$ cat src/sao_pkg.sv
package sao_pkg;

	// ------------------------------------------------------------
	// Sample and word layout
	// ------------------------------------------------------------
	localparam int         SAMPLE_W      = 24;
	localparam int         WORD_W        = 64;
	localparam logic [1:0] RES_24        = 2'h0;
	localparam logic [1:0] RES_20        = 2'h1;
	localparam logic [1:0] RES_16        = 2'h2;
	localparam logic [1:0] RES_AES3      = 2'h3;
	localparam logic [4:0] BITS_24       = 5'h18;
	localparam logic [4:0] BITS_20       = 5'h14;
	localparam logic [4:0] BITS_16       = 5'h10;

	// ------------------------------------------------------------
	// Frame and clock timing
	// ------------------------------------------------------------
	localparam logic [6:0] HALF_LAST_32  = 7'h1f;
	localparam logic [6:0] HALF_LAST_64  = 7'h3f;
	localparam logic [6:0] IDX_MAX       = 7'h7f;
	localparam logic [3:0] BCLK_HALF_CYC = 4'h2;
	localparam logic [1:0] SLIP_CNT_MAX  = 2'h2;

	// ------------------------------------------------------------
	// Types and reset values
	// ------------------------------------------------------------
	typedef struct packed {
		logic [23:0] data;
		logic        v;
		logic        u;
		logic        c;
		logic        z;
	} subframe_t;

	localparam subframe_t SUBFRAME_RST = 28'h0;

	// Number of audio bits kept for a resolution code
	function automatic logic [4:0] res_bits(input logic [1:0] res);
		unique case (res)
			RES_20:  res_bits = BITS_20;
			RES_16:  res_bits = BITS_16;
			default: res_bits = BITS_24;
		endcase
	endfunction : res_bits

endpackage : sao_pkg

$ cat src/sao_fmt_if.sv
`timescale 1ns/10ps
interface sao_fmt_if;
	sao_pkg::subframe_t sub;
	logic [1:0]         res;
	logic               justify;
	logic               half64;
	logic [63:0]        word;

	modport fmt  (input sub, input res, input justify, input half64, output word);
	modport user (output sub, output res, output justify, output half64, input word);
endinterface : sao_fmt_if

$ cat src/sao_word_formatter.sv
`timescale 1ns/10ps
module sao_word_formatter (
	sao_fmt_if.fmt f
);

	// ------------------------------------------------------------
	// Subframe word builder, msb first from bit 63
	// ------------------------------------------------------------
	logic [4:0]         nbits;
	logic [23:0]        keep_mask;
	logic signed [23:0] trunc;
	logic [63:0]        sext;

	// Resolution only trims the output; the received 24 bits are never cut by word length fields
	always_comb begin
		nbits     = sao_pkg::res_bits(f.res);
		keep_mask = ~((24'h1 << (sao_pkg::BITS_24 - nbits)) - 24'h1);
		trunc     = $signed(f.sub.data) >>> (sao_pkg::BITS_24 - nbits);
		sext      = 64'(trunc);
		if (f.res == sao_pkg::RES_AES3) begin
			f.word = {f.sub.data, f.sub.v, f.sub.u, f.sub.c, f.sub.z, 36'h0};
		end else if (f.justify) begin
			// Bits ahead of the msb copy the msb, so the half-frame length sets the alignment
			f.word = f.half64 ? sext : {sext[31:0], 32'h0};
		end else begin
			f.word = {f.sub.data & keep_mask, 40'h0};
		end
	end

endmodule : sao_word_formatter

$ cat src/serial_audio_output_port.sv
// Overview of operation
// - Software selects master/slave, bit rate, resolution, justify, delay and clock polarities.
// - Right-justified words fill all bits before the msb with copies of it.
// - AES3 direct format carries the received V, U and C bits.
// - AES3 direct parity slot carries Z, set on the subframe before block start.
// - Block start pin is driven only in hardware mode.
// - Master mode drives word and bit clocks, derived from the master clock.
// - Slave mode flags a repeated or dropped left output sample.
// - Mute bit silences the serial data at once.
// - Control encodings select left-justified, I2S, right-justified and AES3 direct.
// - All 24 received audio bits are stored, unaffected by word length fields; resolution trims only the output.
`timescale 1ns/10ps
module serial_audio_output_port (
	input  wire logic        CLOCK_IN,
	input  wire logic        NRST_IN,
	input  wire logic        CLOCK_EN_IN,
	input  wire logic        PORT_MASTER_SELECT_IN,
	input  wire logic        BIT_CLOCK_RATE_SELECT_IN,
	input  wire logic [1:0]  RESOLUTION_FIELD_IN,
	input  wire logic        JUSTIFY_SELECT_IN,
	input  wire logic        FIRST_BIT_DELAY_IN,
	input  wire logic        BIT_CLOCK_POLARITY_IN,
	input  wire logic        WORD_CLOCK_POLARITY_IN,
	input  wire logic        OUTPUT_MUTE_BIT_IN,
	input  wire logic        HARDWARE_MODE_IN,
	input  wire logic        SLIP_CLEAR_IN,
	input  wire logic        SAMPLE_VALID_IN,
	input  wire logic        SAMPLE_RIGHT_IN,
	input  wire logic [23:0] SAMPLE_DATA_IN,
	input  wire logic        SAMPLE_V_IN,
	input  wire logic        SAMPLE_U_IN,
	input  wire logic        SAMPLE_C_IN,
	input  wire logic        BLOCK_START_IN,
	input  wire logic        OUT_BIT_CLOCK_IN,
	output logic             OUT_BIT_CLOCK_OUT,
	output logic             OUT_BIT_CLOCK_OE_OUT,
	input  wire logic        OUT_WORD_CLOCK_IN,
	output logic             OUT_WORD_CLOCK_OUT,
	output logic             OUT_WORD_CLOCK_OE_OUT,
	output logic             SERIAL_DATA_OUT,
	output logic             SAMPLE_SLIP_FLAG_OUT,
	output logic             BLOCK_START_PIN_OUT
);

	// ------------------------------------------------------------
	// Declarations
	// ------------------------------------------------------------
	logic [3:0]          div_cnt_ff;
	logic                mbclk_ff;
	logic                mwclk_ff;
	logic                sbclk_ff;
	logic                sbclk_prev_ff;
	logic                swclk_ff;
	logic                swclk_prev_ff;
	logic [6:0]          idx_ff;
	logic [63:0]         word_ff;
	logic                raw_bit_ff;
	logic                sdo_ff;
	sao_pkg::subframe_t  pend_ff;
	logic                pend_right_ff;
	logic                pend_vld_ff;
	sao_pkg::subframe_t  hold_ff [2];
	logic [1:0]          left_cnt_ff;
	logic                slip_ff;
	logic                blk_pin_ff;

	logic                m_tick;
	logic                m_inact;
	logic                inact_edge;
	logic                half_start;
	logic                new_wc;
	logic                new_left;
	logic [6:0]          half_last;
	logic [6:0]          pos;
	logic                nxt_raw_bit;
	logic                commit;
	logic                commit_left;

	sao_fmt_if fif ();

	sao_word_formatter u_fmt (
		.f (fif.fmt)
	);

	// ------------------------------------------------------------
	// Bit and word clock generation and edge detection
	// ------------------------------------------------------------

	// Master timing events; the inactive edge is the one whose new level equals the polarity bit
	always_comb begin
		m_tick     = (div_cnt_ff == sao_pkg::BCLK_HALF_CYC - 4'h1);
		m_inact    = m_tick && ((~mbclk_ff) == BIT_CLOCK_POLARITY_IN);
		half_last  = BIT_CLOCK_RATE_SELECT_IN ? sao_pkg::HALF_LAST_64 : sao_pkg::HALF_LAST_32;
		if (PORT_MASTER_SELECT_IN) begin
			inact_edge = m_inact;
			half_start = m_inact && (idx_ff >= half_last);
			new_wc     = ~mwclk_ff;
		end else begin
			// Slave pins are taken as synchronous; a stopped bit clock just yields no edges
			inact_edge = (sbclk_ff != sbclk_prev_ff) && (sbclk_ff == BIT_CLOCK_POLARITY_IN);
			half_start = (swclk_ff != swclk_prev_ff);
			new_wc     = swclk_ff;
		end
		new_left = new_wc ^ WORD_CLOCK_POLARITY_IN;
	end

	// Master divider keeps running in slave mode, so a mode switch starts on a clean phase
	always_ff @(posedge CLOCK_IN) begin
		if (!NRST_IN) begin
			div_cnt_ff <= 4'h0;
			mbclk_ff   <= 1'b0;
		end else if (CLOCK_EN_IN) begin
			div_cnt_ff <= m_tick ? 4'h0 : div_cnt_ff + 4'h1;
			if (m_tick) begin
				mbclk_ff <= ~mbclk_ff;
			end
		end
	end

	// Word clock toggles on the inactive edge ending the last bit of a half frame
	always_ff @(posedge CLOCK_IN) begin
		if (!NRST_IN) begin
			mwclk_ff <= 1'b0;
		end else if (CLOCK_EN_IN && PORT_MASTER_SELECT_IN && half_start) begin
			mwclk_ff <= ~mwclk_ff;
		end
	end

	// Slave pin sampling
	always_ff @(posedge CLOCK_IN) begin
		if (!NRST_IN) begin
			sbclk_ff      <= 1'b0;
			sbclk_prev_ff <= 1'b0;
			swclk_ff      <= 1'b0;
			swclk_prev_ff <= 1'b0;
		end else if (CLOCK_EN_IN) begin
			sbclk_ff      <= OUT_BIT_CLOCK_IN;
			sbclk_prev_ff <= sbclk_ff;
			swclk_ff      <= OUT_WORD_CLOCK_IN;
			swclk_prev_ff <= swclk_ff;
		end
	end

	assign OUT_BIT_CLOCK_OUT     = mbclk_ff;
	assign OUT_WORD_CLOCK_OUT    = mwclk_ff;
	assign OUT_BIT_CLOCK_OE_OUT  = PORT_MASTER_SELECT_IN;
	assign OUT_WORD_CLOCK_OE_OUT = PORT_MASTER_SELECT_IN;

	// ------------------------------------------------------------
	// Sample intake with one subframe of look-ahead for Z
	// ------------------------------------------------------------

	// A subframe is committed only when its successor arrives, so Z can mark the one before block start
	assign commit      = SAMPLE_VALID_IN && pend_vld_ff;
	assign commit_left = commit && !pend_right_ff;

	always_ff @(posedge CLOCK_IN) begin
		if (!NRST_IN) begin
			pend_ff       <= sao_pkg::SUBFRAME_RST;
			pend_right_ff <= 1'b0;
			pend_vld_ff   <= 1'b0;
			hold_ff[0]    <= sao_pkg::SUBFRAME_RST;
			hold_ff[1]    <= sao_pkg::SUBFRAME_RST;
		end else if (CLOCK_EN_IN && SAMPLE_VALID_IN) begin
			pend_ff       <= '{data: SAMPLE_DATA_IN, v: SAMPLE_V_IN, u: SAMPLE_U_IN, c: SAMPLE_C_IN, z: 1'b0};
			pend_right_ff <= SAMPLE_RIGHT_IN;
			pend_vld_ff   <= 1'b1;
			if (pend_vld_ff) begin
				hold_ff[pend_right_ff]   <= pend_ff;
				hold_ff[pend_right_ff].z <= BLOCK_START_IN;
			end
		end
	end

	// Block start pin exists only without software control
	always_ff @(posedge CLOCK_IN) begin
		if (!NRST_IN) begin
			blk_pin_ff <= 1'b0;
		end else if (CLOCK_EN_IN) begin
			blk_pin_ff <= HARDWARE_MODE_IN && SAMPLE_VALID_IN && BLOCK_START_IN;
		end
	end

	assign BLOCK_START_PIN_OUT = blk_pin_ff;

	// ------------------------------------------------------------
	// Serial shifter
	// ------------------------------------------------------------

	// Formatter sees the channel that the new half frame is about to carry
	always_comb begin
		fif.sub     = hold_ff[new_left ? 1'b0 : 1'b1];
		fif.res     = RESOLUTION_FIELD_IN;
		fif.justify = JUSTIFY_SELECT_IN;
		fif.half64  = BIT_CLOCK_RATE_SELECT_IN;
	end

	// Position counts bit cells from the word clock edge; the optional delay pushes data one cell back
	always_comb begin
		pos         = idx_ff + 7'h1 - {6'h0, FIRST_BIT_DELAY_IN};
		nxt_raw_bit = raw_bit_ff;
		if (half_start) begin
			nxt_raw_bit = FIRST_BIT_DELAY_IN ? 1'b0 : fif.word[63];
		end else if (inact_edge) begin
			nxt_raw_bit = ((idx_ff + 7'h1) >= {6'h0, FIRST_BIT_DELAY_IN}) && (pos <= sao_pkg::HALF_LAST_64)
				? word_ff[6'(sao_pkg::HALF_LAST_64 - pos)] : 1'b0;
		end
	end

	always_ff @(posedge CLOCK_IN) begin
		if (!NRST_IN) begin
			idx_ff     <= 7'h0;
			word_ff    <= 64'h0;
			raw_bit_ff <= 1'b0;
		end else if (CLOCK_EN_IN) begin
			raw_bit_ff <= nxt_raw_bit;
			if (half_start) begin
				idx_ff  <= 7'h0;
				word_ff <= fif.word;
			end else if (inact_edge && idx_ff != sao_pkg::IDX_MAX) begin
				idx_ff <= idx_ff + 7'h1;
			end
		end
	end

	// Mute acts on the pin register every cycle, so it takes effect without waiting for a word edge
	always_ff @(posedge CLOCK_IN) begin
		if (!NRST_IN) begin
			sdo_ff <= 1'b0;
		end else if (CLOCK_EN_IN) begin
			sdo_ff <= nxt_raw_bit && !OUTPUT_MUTE_BIT_IN;
		end
	end

	assign SERIAL_DATA_OUT = sdo_ff;

	// ------------------------------------------------------------
	// Slip detection in slave mode
	// ------------------------------------------------------------

	// Exactly one new left sample per frame is expected; none means a repeat, two or more a drop
	always_ff @(posedge CLOCK_IN) begin
		if (!NRST_IN) begin
			left_cnt_ff <= 2'h0;
			slip_ff     <= 1'b0;
		end else if (CLOCK_EN_IN) begin
			if (half_start && new_left) begin
				left_cnt_ff <= commit_left ? 2'h1 : 2'h0;
			end else if (commit_left && left_cnt_ff != sao_pkg::SLIP_CNT_MAX) begin
				left_cnt_ff <= left_cnt_ff + 2'h1;
			end
			// Set wins over a clear arriving in the same cycle
			if (!PORT_MASTER_SELECT_IN && half_start && new_left && left_cnt_ff != 2'h1) begin
				slip_ff <= 1'b1;
			end else if (SLIP_CLEAR_IN) begin
				slip_ff <= 1'b0;
			end
		end
	end

	assign SAMPLE_SLIP_FLAG_OUT = slip_ff;

endmodule : serial_audio_output_port

$ cat config.mk
export PLATFORM = sky130hd
export DESIGN_NAME = serial_audio_output_port
export DESIGN_NICKNAME = d
export VERILOG_FILES = /design/src/sao_pkg.sv /design/src/sao_fmt_if.sv /design/src/sao_word_formatter.sv /design/src/serial_audio_output_port.sv
export SDC_FILE = /design/constraint.sdc
export NUM_CORES = 1
export LEC_CHECK = 0
export BUFFER_PORTS_ARGS = -buffer_cell sky130_fd_sc_hd__buf_2
export CAP_MARGIN = 20
export CORE_MARGIN = 3
export CORE_UTILIZATION = 61
export DETAILED_ROUTE_END_ITERATION = 12
export PLACE_DENSITY = 0.8
export SLEW_MARGIN = 30
export SYNTH_ARGS = -nofsm -noshare
export SYNTH_HDL_FRONTEND = slang
export SYNTH_SLANG_ARGS = --single-unit
$ cat constraint.sdc
create_clock -name CLOCK_IN -period 4.55 [get_ports CLOCK_IN]
set_clock_uncertainty 0.05 [all_clocks]
set_input_delay 0.2275 -clock CLOCK_IN [delete_from_list [all_inputs] [get_ports CLOCK_IN]]
set_output_delay 0.2275 -clock CLOCK_IN [all_outputs]
set_load 0.1 [all_outputs]
# [Word level (Yosys, flattened, before mapping)]
# Memories as Yosys holds them, arrays and structs flattened.
# Cells that the tools add are included.
[word_totals] ff_bits=116 mem_bits_rw=56 output_inout_bits=7 elab_cells=113 mem_count=1
[classes] addsub=7 magnitude_cmp=4 eq_ne=11 n_shift=2 muxes=32 bitwise_logic=6 reduce_logical=30
[memory_table] name="hold_ff" depth=2 word_bits=28 read_ports=1 rd_clocked_by_memory_dff=0 write_ports=2 line_no="serial_audio_output_port.sv:62" text="sao_pkg::subframe_t hold_ff [2];"
[op_table] operator="$mux 64" n=2
[op_table] operator="$mux 55" n=1
[op_table] operator="$mux 28" n=1
[op_table] operator="$reduce_or 28->1" n=1
[op_table] operator="$and 24x24->24" n=1
[op_table] operator="$not 24->24" n=1
[op_table] operator="$shl 1x5->24 const A" n=1
[op_table] operator="$sshr 24x5->24" n=1
[op_table] operator="$sub 24x1->24 const B" n=1
[op_table] operator="$mux 1" n=19
[op_table] operator="$logic_and 1x1->1" n=18
[op_table] operator="$mux 7" n=2
[op_table] operator="$reduce_and 2->1" n=5
[op_table] operator="$pmux 4 s2" n=1
[op_table] operator="$add 7x1->7 const B" n=1
[op_table] operator="$ge 7x1->1" n=1
[op_table] operator="$ge 7x6->1" n=1
[op_table] operator="$le 7x6->1 const B" n=1
[op_table] operator="$lt 6x7->1 const B" n=1
[op_table] operator="$ne 7x7->1 const B" n=1
[op_table] operator="$sub 7x1->7" n=1
[op_table] operator="$bmux 1 s6" n=1
[op_table] operator="$mux 2" n=3
[op_table] operator="$mux 6" n=1
[op_table] operator="other kinds (17)" n=25

# [Longest topological paths before layout]
# Gate-level depths: netlist of the first run.
[logic_depth] depth_word=12 mapped_depth=12 ltp_nobuf=11

# [By module]
# From an unflattened synthesis of the first run, not the netlist that was laid out.
[hier_totals] cells_unflattened=1035 hier_area_um2=9137.5
[by_module_without_submodules] mod="serial_audio_output_port" instances=1 cells_each=812 area_each_um2=7743.7 seq_area_each_um2=4003.8
[by_module_without_submodules] mod="sao_word_formatter" instances=1 cells_each=223 area_each_um2=1393.8 seq_area_each_um2=0.0

# [Worst setup path after synthesis of the first run]
# Ideal clock, no wire load.
[synth_timing] path_kind="input to register" start="input CLOCK_EN_IN" end="memory hold_ff[1][0] (netlist name), enable pin" setup_time_ps=452 t_arrival_ps=3047 path_slack_ps=1001 path_stages=5 n_path_buf=3 cell_sequence="clkbuf_1 -> nand2_1 -> clkbuf_1 -> buf_1 -> o21ai_0"
[synth_lines] item="start: declaration" line_no="serial_audio_output_port.sv:16" text="input wire logic CLOCK_EN_IN,"
[synth_lines] item="end: declaration" line_no="serial_audio_output_port.sv:62"

# [Worst setup path in the final report of the first run]
[layout_timing] start="register swclk_ff" end="register word_ff[2]"
[layout_between] elab_chain_len=8 word_cells_on_any_way=11
[layout_lines] item="start: declaration" line_no="serial_audio_output_port.sv:53" text="logic swclk_ff;"
[layout_lines] item="start signal: assignment" line_no="serial_audio_output_port.sv:134" text="swclk_ff <= 1'b0;"
[layout_lines] item="start signal: assignment" line_no="serial_audio_output_port.sv:139" text="swclk_ff <= OUT_WORD_CLOCK_IN;"
[layout_lines] item="$mux 1" line_no="serial_audio_output_port.sv:94" text="if (PORT_MASTER_SELECT_IN) begin"
[layout_lines] item="$xor 1x1->1" line_no="serial_audio_output_port.sv:104" text="new_left = new_wc ^ WORD_CLOCK_POLARITY_IN;"
[layout_lines] item="$mux 1" line_no="serial_audio_output_port.sv:192" text="fif.sub = hold_ff[new_left ? 1'b0 : 1'b1];"
[layout_lines] item="$mem_v2 2x28"
[layout_lines] item="$sshr 24x5->24" line_no="sao_word_formatter.sv:18" text="trunc = $signed(f.sub.data) >>> (sao_pkg::BITS_24 - nbits);"
[layout_lines] item="$mux 55" line_no="sao_word_formatter.sv:24" text="f.word = f.half64 ? sext : {sext[31:0], 32'h0};"
[layout_lines] item="$mux 64" line_no="sao_word_formatter.sv:22" text="end else if (f.justify) begin"
[layout_lines] item="$mux 64" line_no="sao_word_formatter.sv:20" text="if (f.res == sao_pkg::RES_AES3) begin"
[layout_lines] item="end signal: assignment" line_no="serial_audio_output_port.sv:219" text="word_ff <= fif.word;"
[layout_lines] item="end: declaration" line_no="serial_audio_output_port.sv:56" text="logic [63:0] word_ff;"
# Several ways; a longest one is shown, not always the timed one.
# A chain may end at the register's enable or synchronous reset.

==> results of run 1 <==
==> metal layers <==
layer | GRT usage (%) | vias up
li1 | - | 3285
met1 | 36.2 | 3202
met2 | 39.4 | 221
met3 | 5.85 | 56
met4 | 11.9 | 0
met5 | 0 | -
==> synthesized netlist by cell type (all sizes together), types with 12 or more instances <==
library cell | n | area, sq um
mux2i | 33 | 330
nor2b | 41 | 257
a21oi | 34 | 170
clkbuf | 56 | 210
mux4 | 30 | 676
a211oi | 12 | 95.1
a22oi | 22 | 165
a21boi | 48 | 360
nand2 | 128 | 480
and2 | 75 | 469
dfxtp | 108 | 2160
nor2 | 35 | 134
o21ai | 39 | 195
edfxtp | 56 | 1680
buf | 14 | 97.6
nand3 | 23 | 115
==> metrics by stage <==
step / hold slack [ns] / util [%] / instance area (sq um) / cells
2_1_floorplan: 0.322 / - / 8700 / 892
3_3_place_gp: 0.402 / 64.4 / 8980 / 1063
3_5_place_dp: 0.409 / 64.5 / 8980 / 1063
4_1_cts: 0.00641 / 70.5 / 9830 / 1121
5_1_grt: 0.0253 / 70.6 / 9830 / 1121
6_report: 0.0224 / 70.6 / 9830 / 1121
==> worst min-delay path by stage <==
stage                                  start                        to  slack, ns  depth (start not counted)
floorplan                 SAMPLE_DATA_IN[11]  pend_ff[15]$_SDFFE_PN0P_       0.32                          2
global placement    word_ff[14]$_SDFFE_PN0P_  word_ff[14]$_SDFFE_PN0P_       0.40                          2
detailed placement  word_ff[52]$_SDFFE_PN0P_  word_ff[52]$_SDFFE_PN0P_       0.41                          2
CTS                         OUT_BIT_CLOCK_IN     sbclk_ff$_SDFFE_PN0P_      0.006                          3
global route                OUT_BIT_CLOCK_IN     sbclk_ff$_SDFFE_PN0P_       0.03                          3
finish                     SAMPLE_DATA_IN[5]   pend_ff[9]$_SDFFE_PN0P_       0.02                          3
==> repair_timing <==
item                      4_1_cts  5_1_grt
gates resized for setup         0        0
hold buffers                   26        0
hold endpoints to repair       26        0
==> tightest hold or removal path, delay by kind of cell <==
kind | cells | cell delay (ns)
and+or+nand+nor | 1 | 0.05
buffers and inverters | 1 | 0.09
AOI/OAI and AO/OA | 1 | 0.08
==> where the power goes <==
group / total [mW] / leakage [nW] / switching, mW / internal [mW]
combinational: 0.417 / 1.94 / 0.254 / 0.163
sequential: 1.59 / 1.46 / 0.0307 / 1.56
clock: 1.42 / 0.280 / 0.612 / 0.807
total: 3.42 / 3.68 / 0.897 / 2.53
==> state kept, by name, summed over array words and instances, names as in the netlist <==
signal,count
hold_ff,56
word_ff,56
pend_ff,27
idx_ff,7
div_cnt_ff,4
left_cnt_ff,2
BLOCK_START_PIN_OUT,1
OUT_BIT_CLOCK_OUT,1
OUT_WORD_CLOCK_OUT,1
SAMPLE_SLIP_FLAG_OUT,1
SERIAL_DATA_OUT,1
pend_right_ff,1
pend_vld_ff,1
raw_bit_ff,1
sbclk_ff,1
sbclk_prev_ff,1
swclk_ff,1
swclk_prev_ff,1
==> layout make-up <==
class / count / area, sq um / share of cell area [%]
Clock inverter: 13 / 123 / 1.25
Clock buffer: 19 / 464 / 4.72
Inverter: 11 / 41.3 / 0.420
Multi-Input combinational cell: 647 / 4540 / 46.1
Sequential cell: 164 / 3840 / 39.1
Timing Repair Buffer: 87 / 601 / 6.11
Tap cell: 180 / 225 / 2.29
==> logic make-up (layout without fill, tap and decap cells) <==
| family | after synthesis | count (layout) | synth area share [%] |
|---|---|---|---|
| buffers and inverters | 81 | 130 | 4.01 |
| AND/OR/NAND/NOR | 343 | 343 | 19.8 |
| AO/OA/AOI/OAI | 210 | 210 | 16.7 |
| XOR/XNOR | 14 | 14 | 1.41 |
| flip-flops | 164 | 164 | 44.2 |
| adder cells (fa/ha/maj) | 10 | 10 | 1.44 |
| multiplexers | 70 | 70 | 12.5 |
==> impl_metrics.json, run 1 <==
{
  "outcome": "finished, final reports clean",
  "via_per_inst": 6.03,
  "syn-num-nets": 948,
  "clockRootBuffer": "clkbuf_16",
  "layout_commonest_cell": "nand2_1",
  "antenna_left": 0,
  "synthCells": 892,
  "wl_met1_um": 8950,
  "crit_family": "compound AO/OA/AOI/OAI gates",
  "synth-seq-cells": 164,
  "pre_cts_ws_ns": 1.16,
  "grt_pass1_wl_um": 32900,
  "tightest_slew_ns": 0.879,
  "cts_sinks": 164,
  "core_area_sq_um": 13900,
  "p_total_mw": 3.42,
  "grt_max_degree": 90,
  "worstPathCellList": "nor2_1 -> o21ai_0 -> and2_2 -> buf_4 -> mux2i_1 -> o2bb2ai_1 -> a21oi_1 -> a221oi_1 -> o21ai_0",
  "cp-start-kind": "flop",
  "drtIter0Drc": 708,
  "cts_tree": "done",
  "critical_path_class": "reg2reg",
  "synth-main-ff-cell": "dfxtp_1",
  "hold_viol_final": 0,
  "routed_wl_um": 20200,
  "io_pins": 53,
  "startpoint": "swclk_ff$_SDFFE_PN0P_",
  "synth-async-reset-ratio_pct": 0,
  "synth_edf_count": 56,
  "leakage_nw": 3.68,
  "wl_met3_um": 1190,
  "layout_common_cells": "nand2_1, dfxtp_1, and2_1",
  "cp_common_cell": "o21ai_0",
  "die_x_um": 125,
  "ys.warnings.count": 0,
  "nets": 984,
  "grt_pass1_vias": 6293,
  "min_period_ns": 3.32,
  "initial_core_util_pct": 62.5,
  "post-cts-setup-buffer-count": 0,
  "syn-cell-area_sq_um": 8700,
  "wire_per_inst_um": 18.0,
  "cts_buffers": 17,
  "dr.max_layer_used": "met4",
  "fillers": 1076,
  "insertion_delay_ns": 0.44,
  "cpPeakStageDelay_ns": 0.71,
  "die_y_um": 125,
  "syn_to_final_growth_pct": 13.0,
  "setup_slack_ns": 1.23,
  "r2r_cells": 9,
  "diodes": 0,
  "avgSynthCellArea_sq_um": 9.76,
  "drt_drc_violations_left": 0,
  "setup_viol": 0,
  "cp-end-kind": "flop",
  "rsz0062_at_grt": "false",
  "htreeDepth": 4,
  "min-delay-path-class": "in2reg",
  "grt_overflow_total": 0,
  "powerDensity_nw_per_um2": 348,
  "worst-r2r-setup-slack_ns": 1.23,
  "ys_types": 62,
  "fmax_mhz": 301,
  "clockBufferDepth": 2,
  "hpwl_um": 13700,
  "wl_met2_um": 9310,
  "r2r-end": "word_ff[2]$_SDFFE_PN0P_",
  "gp_congestion": 1.02,
  "fin_tns_setup_ns": 0,
  "fp-row-count": 43,
  "path_max_fanout": 28,
  "drive_above_1_share_pct": 15.3,
  "grt_use_total_pct": 26.1,
  "slew_headroom_pct": 41.4,
  "slowest_stage": "and2_2",
  "path_buf_inv": 1,
  "vias": 6764,
  "cap_viol_max_count": 0,
  "die_area_sq_um": 15700,
  "cts.clk_slew.worst_paths_ns": 0.07,
  "portBuffers": 52,
  "firstDrtPassIters": 5,
  "vdd_drop_max_uv": 344,
  "antenna_found_initial": 0,
  "rr_startpoint": "swclk_ff$_SDFFE_PN0P_",
  "cp.required_ns": 4.80,
  "finalCritPeriodShare_pct": 72.9,
  "finalMaxSlewViolations": 0,
  "worst-path-stages": 9,
  "worstPathArrival_ns": 3.56,
  "ys_seq_area_share_pct": 44.2,
  "worstSetupEndpoint": "word_ff[2]$_SDFFE_PN0P_"
}
(Power assumes the default switching activity.)
==> inputs of run 2 (changes only) <==
Settings changed: CORE_UTILIZATION 61 to 55, PLACE_DENSITY 0.8 to 0.76.
Clock period 4.55 ns to 2.7 ns, I/O delays scaled along.
==> impl_metrics.json, run 2 (synthesized netlist as in run 1, its figures left out) <==
{
  "outcome": "finished with violations",
  "violations": "design-rule violations",
  "fin_util_pct": 68.0,
  "fp-row-count": 45,
  "die_x_um": 132,
  "min_path_cells": 3,
  "slowest_stage": "dfxtp_4",
  "cts_buffers": 17,
  "clockRootBuffer": "clkbuf_16",
  "cp.required_ns": 2.97,
  "drt_drc_violations_left": 1,
  "grt_pass1_wl_um": 35000,
  "tightest_slew_ns": 0.828,
  "portBuffers": 52,
  "worstPathArrival_ns": 2.85,
  "initial_core_util_pct": 56.6,
  "path_buf_inv": 2,
  "firstDrtPassIters": 10,
  "grt_use_total_pct": 25.1,
  "rr_startpoint": "OUT_WORD_CLOCK_OUT$_SDFFE_PN0P_",
  "slew_headroom_pct": 44.8,
  "vias": 7107,
  "grt_overflow_total": 0,
  "setup_viol": 0,
  "r2r-end": "word_ff[44]$_SDFFE_PN0P_",
  "cts_sinks": 164,
  "drive_above_1_share_pct": 20.2,
  "min_period_ns": 2.58,
  "gr-usage-met3_pct": 5.42,
  "cpPeakStageDelay_ns": 0.35,
  "place.detailed.instances": 1145,
  "p_total_mw": 5.88,
  "leakage_nw": 3.99,
  "met2_usage_pct": 40.4,
  "nets": 1044,
  "via_per_inst": 5.86,
  "clockBufferDepth": 2,
  "crit_family": "simple AND/OR/NAND/NOR gates",
  "place_area_sq_um": 9460,
  "core_area_sq_um": 15400,
  "layout_commonest_cell": "nand2_1",
  "hp-start": "FIRST_BIT_DELAY_IN",
  "cap_viol_max_count": 0,
  "routed_wl_um": 21600,
  "path_max_fanout": 12,
  "powerDensity_nw_per_um2": 563,
  "cts_tree": "done",
  "layout_common_cells": "nand2_1, dfxtp_1, and2_1",
  "vdd_drop_max_uv": 482,
  "worstPathCellList": "and2_1 -> or3_4 -> and2_4 -> buf_12 -> buf_4 -> mux2i_1 -> o211ai_1 -> o21a_1 -> o221a_2",
  "grt_use_met1_pct": 33.5,
  "hold_viol_final": 0,
  "reg.largest.list": "hold_ff x56, word_ff x56, pend_ff x27",
  "worst-r2r-setup-slack_ns": 0.12,
  "fmax_mhz": 387,
  "syn_to_final_growth_pct": 20.0,
  "finalCritPeriodShare_pct": 95.7,
  "final_cell_count_no_fill": 1212,
  "cts.clk_slew.worst_paths_ns": 0.07,
  "diodes": 0,
  "grt.busiest_layer": "met2",
  "hold_end": "raw_bit_ff$_SDFFE_PN0P_",
  "insertion_delay_ns": 0.43,
  "antenna_found_initial": 0,
  "final_cell_area_sq_um": 10400,
  "cp-end-kind": "flop",
  "hpwl_um": 15100,
  "min-delay-path-class": "in2reg",
  "grt_pass1_vias": 6730,
  "grt_max_degree": 86,
  "r2r_cells": 9,
  "gp_congestion": 0.979,
  "io_pins": 53,
  "die_area_sq_um": 17400,
  "die_y_um": 132,
  "wire_per_inst_um": 17.8,
  "critical_path_class": "reg2reg",
  "cp-start-kind": "flop",
  "fin_tns_setup_ns": 0,
  "htreeDepth": 4,
  "antenna_left": 0,
  "drtIter0Drc": 663,
  "finalMaxSlewViolations": 0
}
-- run 2: cell count changes in the layout (fill, tap and decap cells not counted), sizes merged --
cell | before | now
clkbuf | 19 | 18
bufinv | 1 | 2
clkinvlp | 3 | 1
dlygate4sd3 | 26 | 35
clkinv | 6 | 8
buf | 61 | 112
-- run 2: power by group --
part	switching [mW]	total [mW]	leakage [nW]	internal [mW]
Clock	1.03	2.40	0.282	1.37
Combinational	0.452	0.805	2.25	0.352
Sequential	0.0512	2.67	1.46	2.62
-- run 2: worst max-delay path by stage --
stage | end | start | slack (ns) | cells past startpoint
2_1_floorplan | hold_ff[1][0]$_SDFFCE_PN0P_ | CLOCK_EN_IN | 0.004 | 5
3_3_place_gp | raw_bit_ff$_SDFFE_PN0P_ | idx_ff[0]$_SDFFE_PN0P_ | 0.09 | 10
3_5_place_dp | raw_bit_ff$_SDFFE_PN0P_ | idx_ff[0]$_SDFFE_PN0P_ | 0.06 | 10
4_1_cts | raw_bit_ff$_SDFFE_PN0P_ | idx_ff[0]$_SDFFE_PN0P_ | 0.02 | 10
5_1_grt | raw_bit_ff$_SDFFE_PN0P_ | idx_ff[0]$_SDFFE_PN0P_ | -0.02 | 11
6_report | word_ff[44]$_SDFFE_PN0P_ | OUT_WORD_CLOCK_OUT$_SDFFE_PN0P_ | 0.12 | 9
-- run 2: metrics by stage --
stage               hold WS, ns  worst slack (ns)
finish                   0.0364             0.117
detailed placement        0.344            0.0589
floorplan                 0.230           0.00380
CTS                      0.0176            0.0201
global placement          0.337            0.0865
global route             0.0616           -0.0201
-- run 2: what timing repair did --
action	4_1_cts	5_1_grt
gates resized for setup	0	13
setup endpoints to repair	0	28
buffers inserted	0	0
hold endpoints to repair	35	0
hold buffers	35	0
-- run 2: layer usage --
metal | vias to the layer above | share of wire [%] | wire [um]
met5 | - | 0 | 0
met4 | 0 | 3.1 | 673
met3 | 49 | 5.5 | 1190
met2 | 248 | 48 | 10400
met1 | 3410 | 43 | 9400
li1 | 3400 | - | -
-- run 2: final cells by class --
type | instances | area [sq um]
multi-input combinational | 647 | 4580
tap | 211 | 264
fill | 1174 | 4920
clock inverter | 14 | 153
timing repair buffer | 147 | 1130
sequential | 164 | 3850
clock buffer | 18 | 429
inverter | 11 | 41.3
-- run 2: worst register-to-register path, stage by stage (launching register included) --
cell and delay, ns:
dfxtp_4 0.35, and2_1 0.15, or3_4 0.35, and2_4 0.22, buf_12 0.16, buf_4 0.15, mux2i_1 0.33, o211ai_1 0.23
o21a_1 0.23, o221a_2 0.24
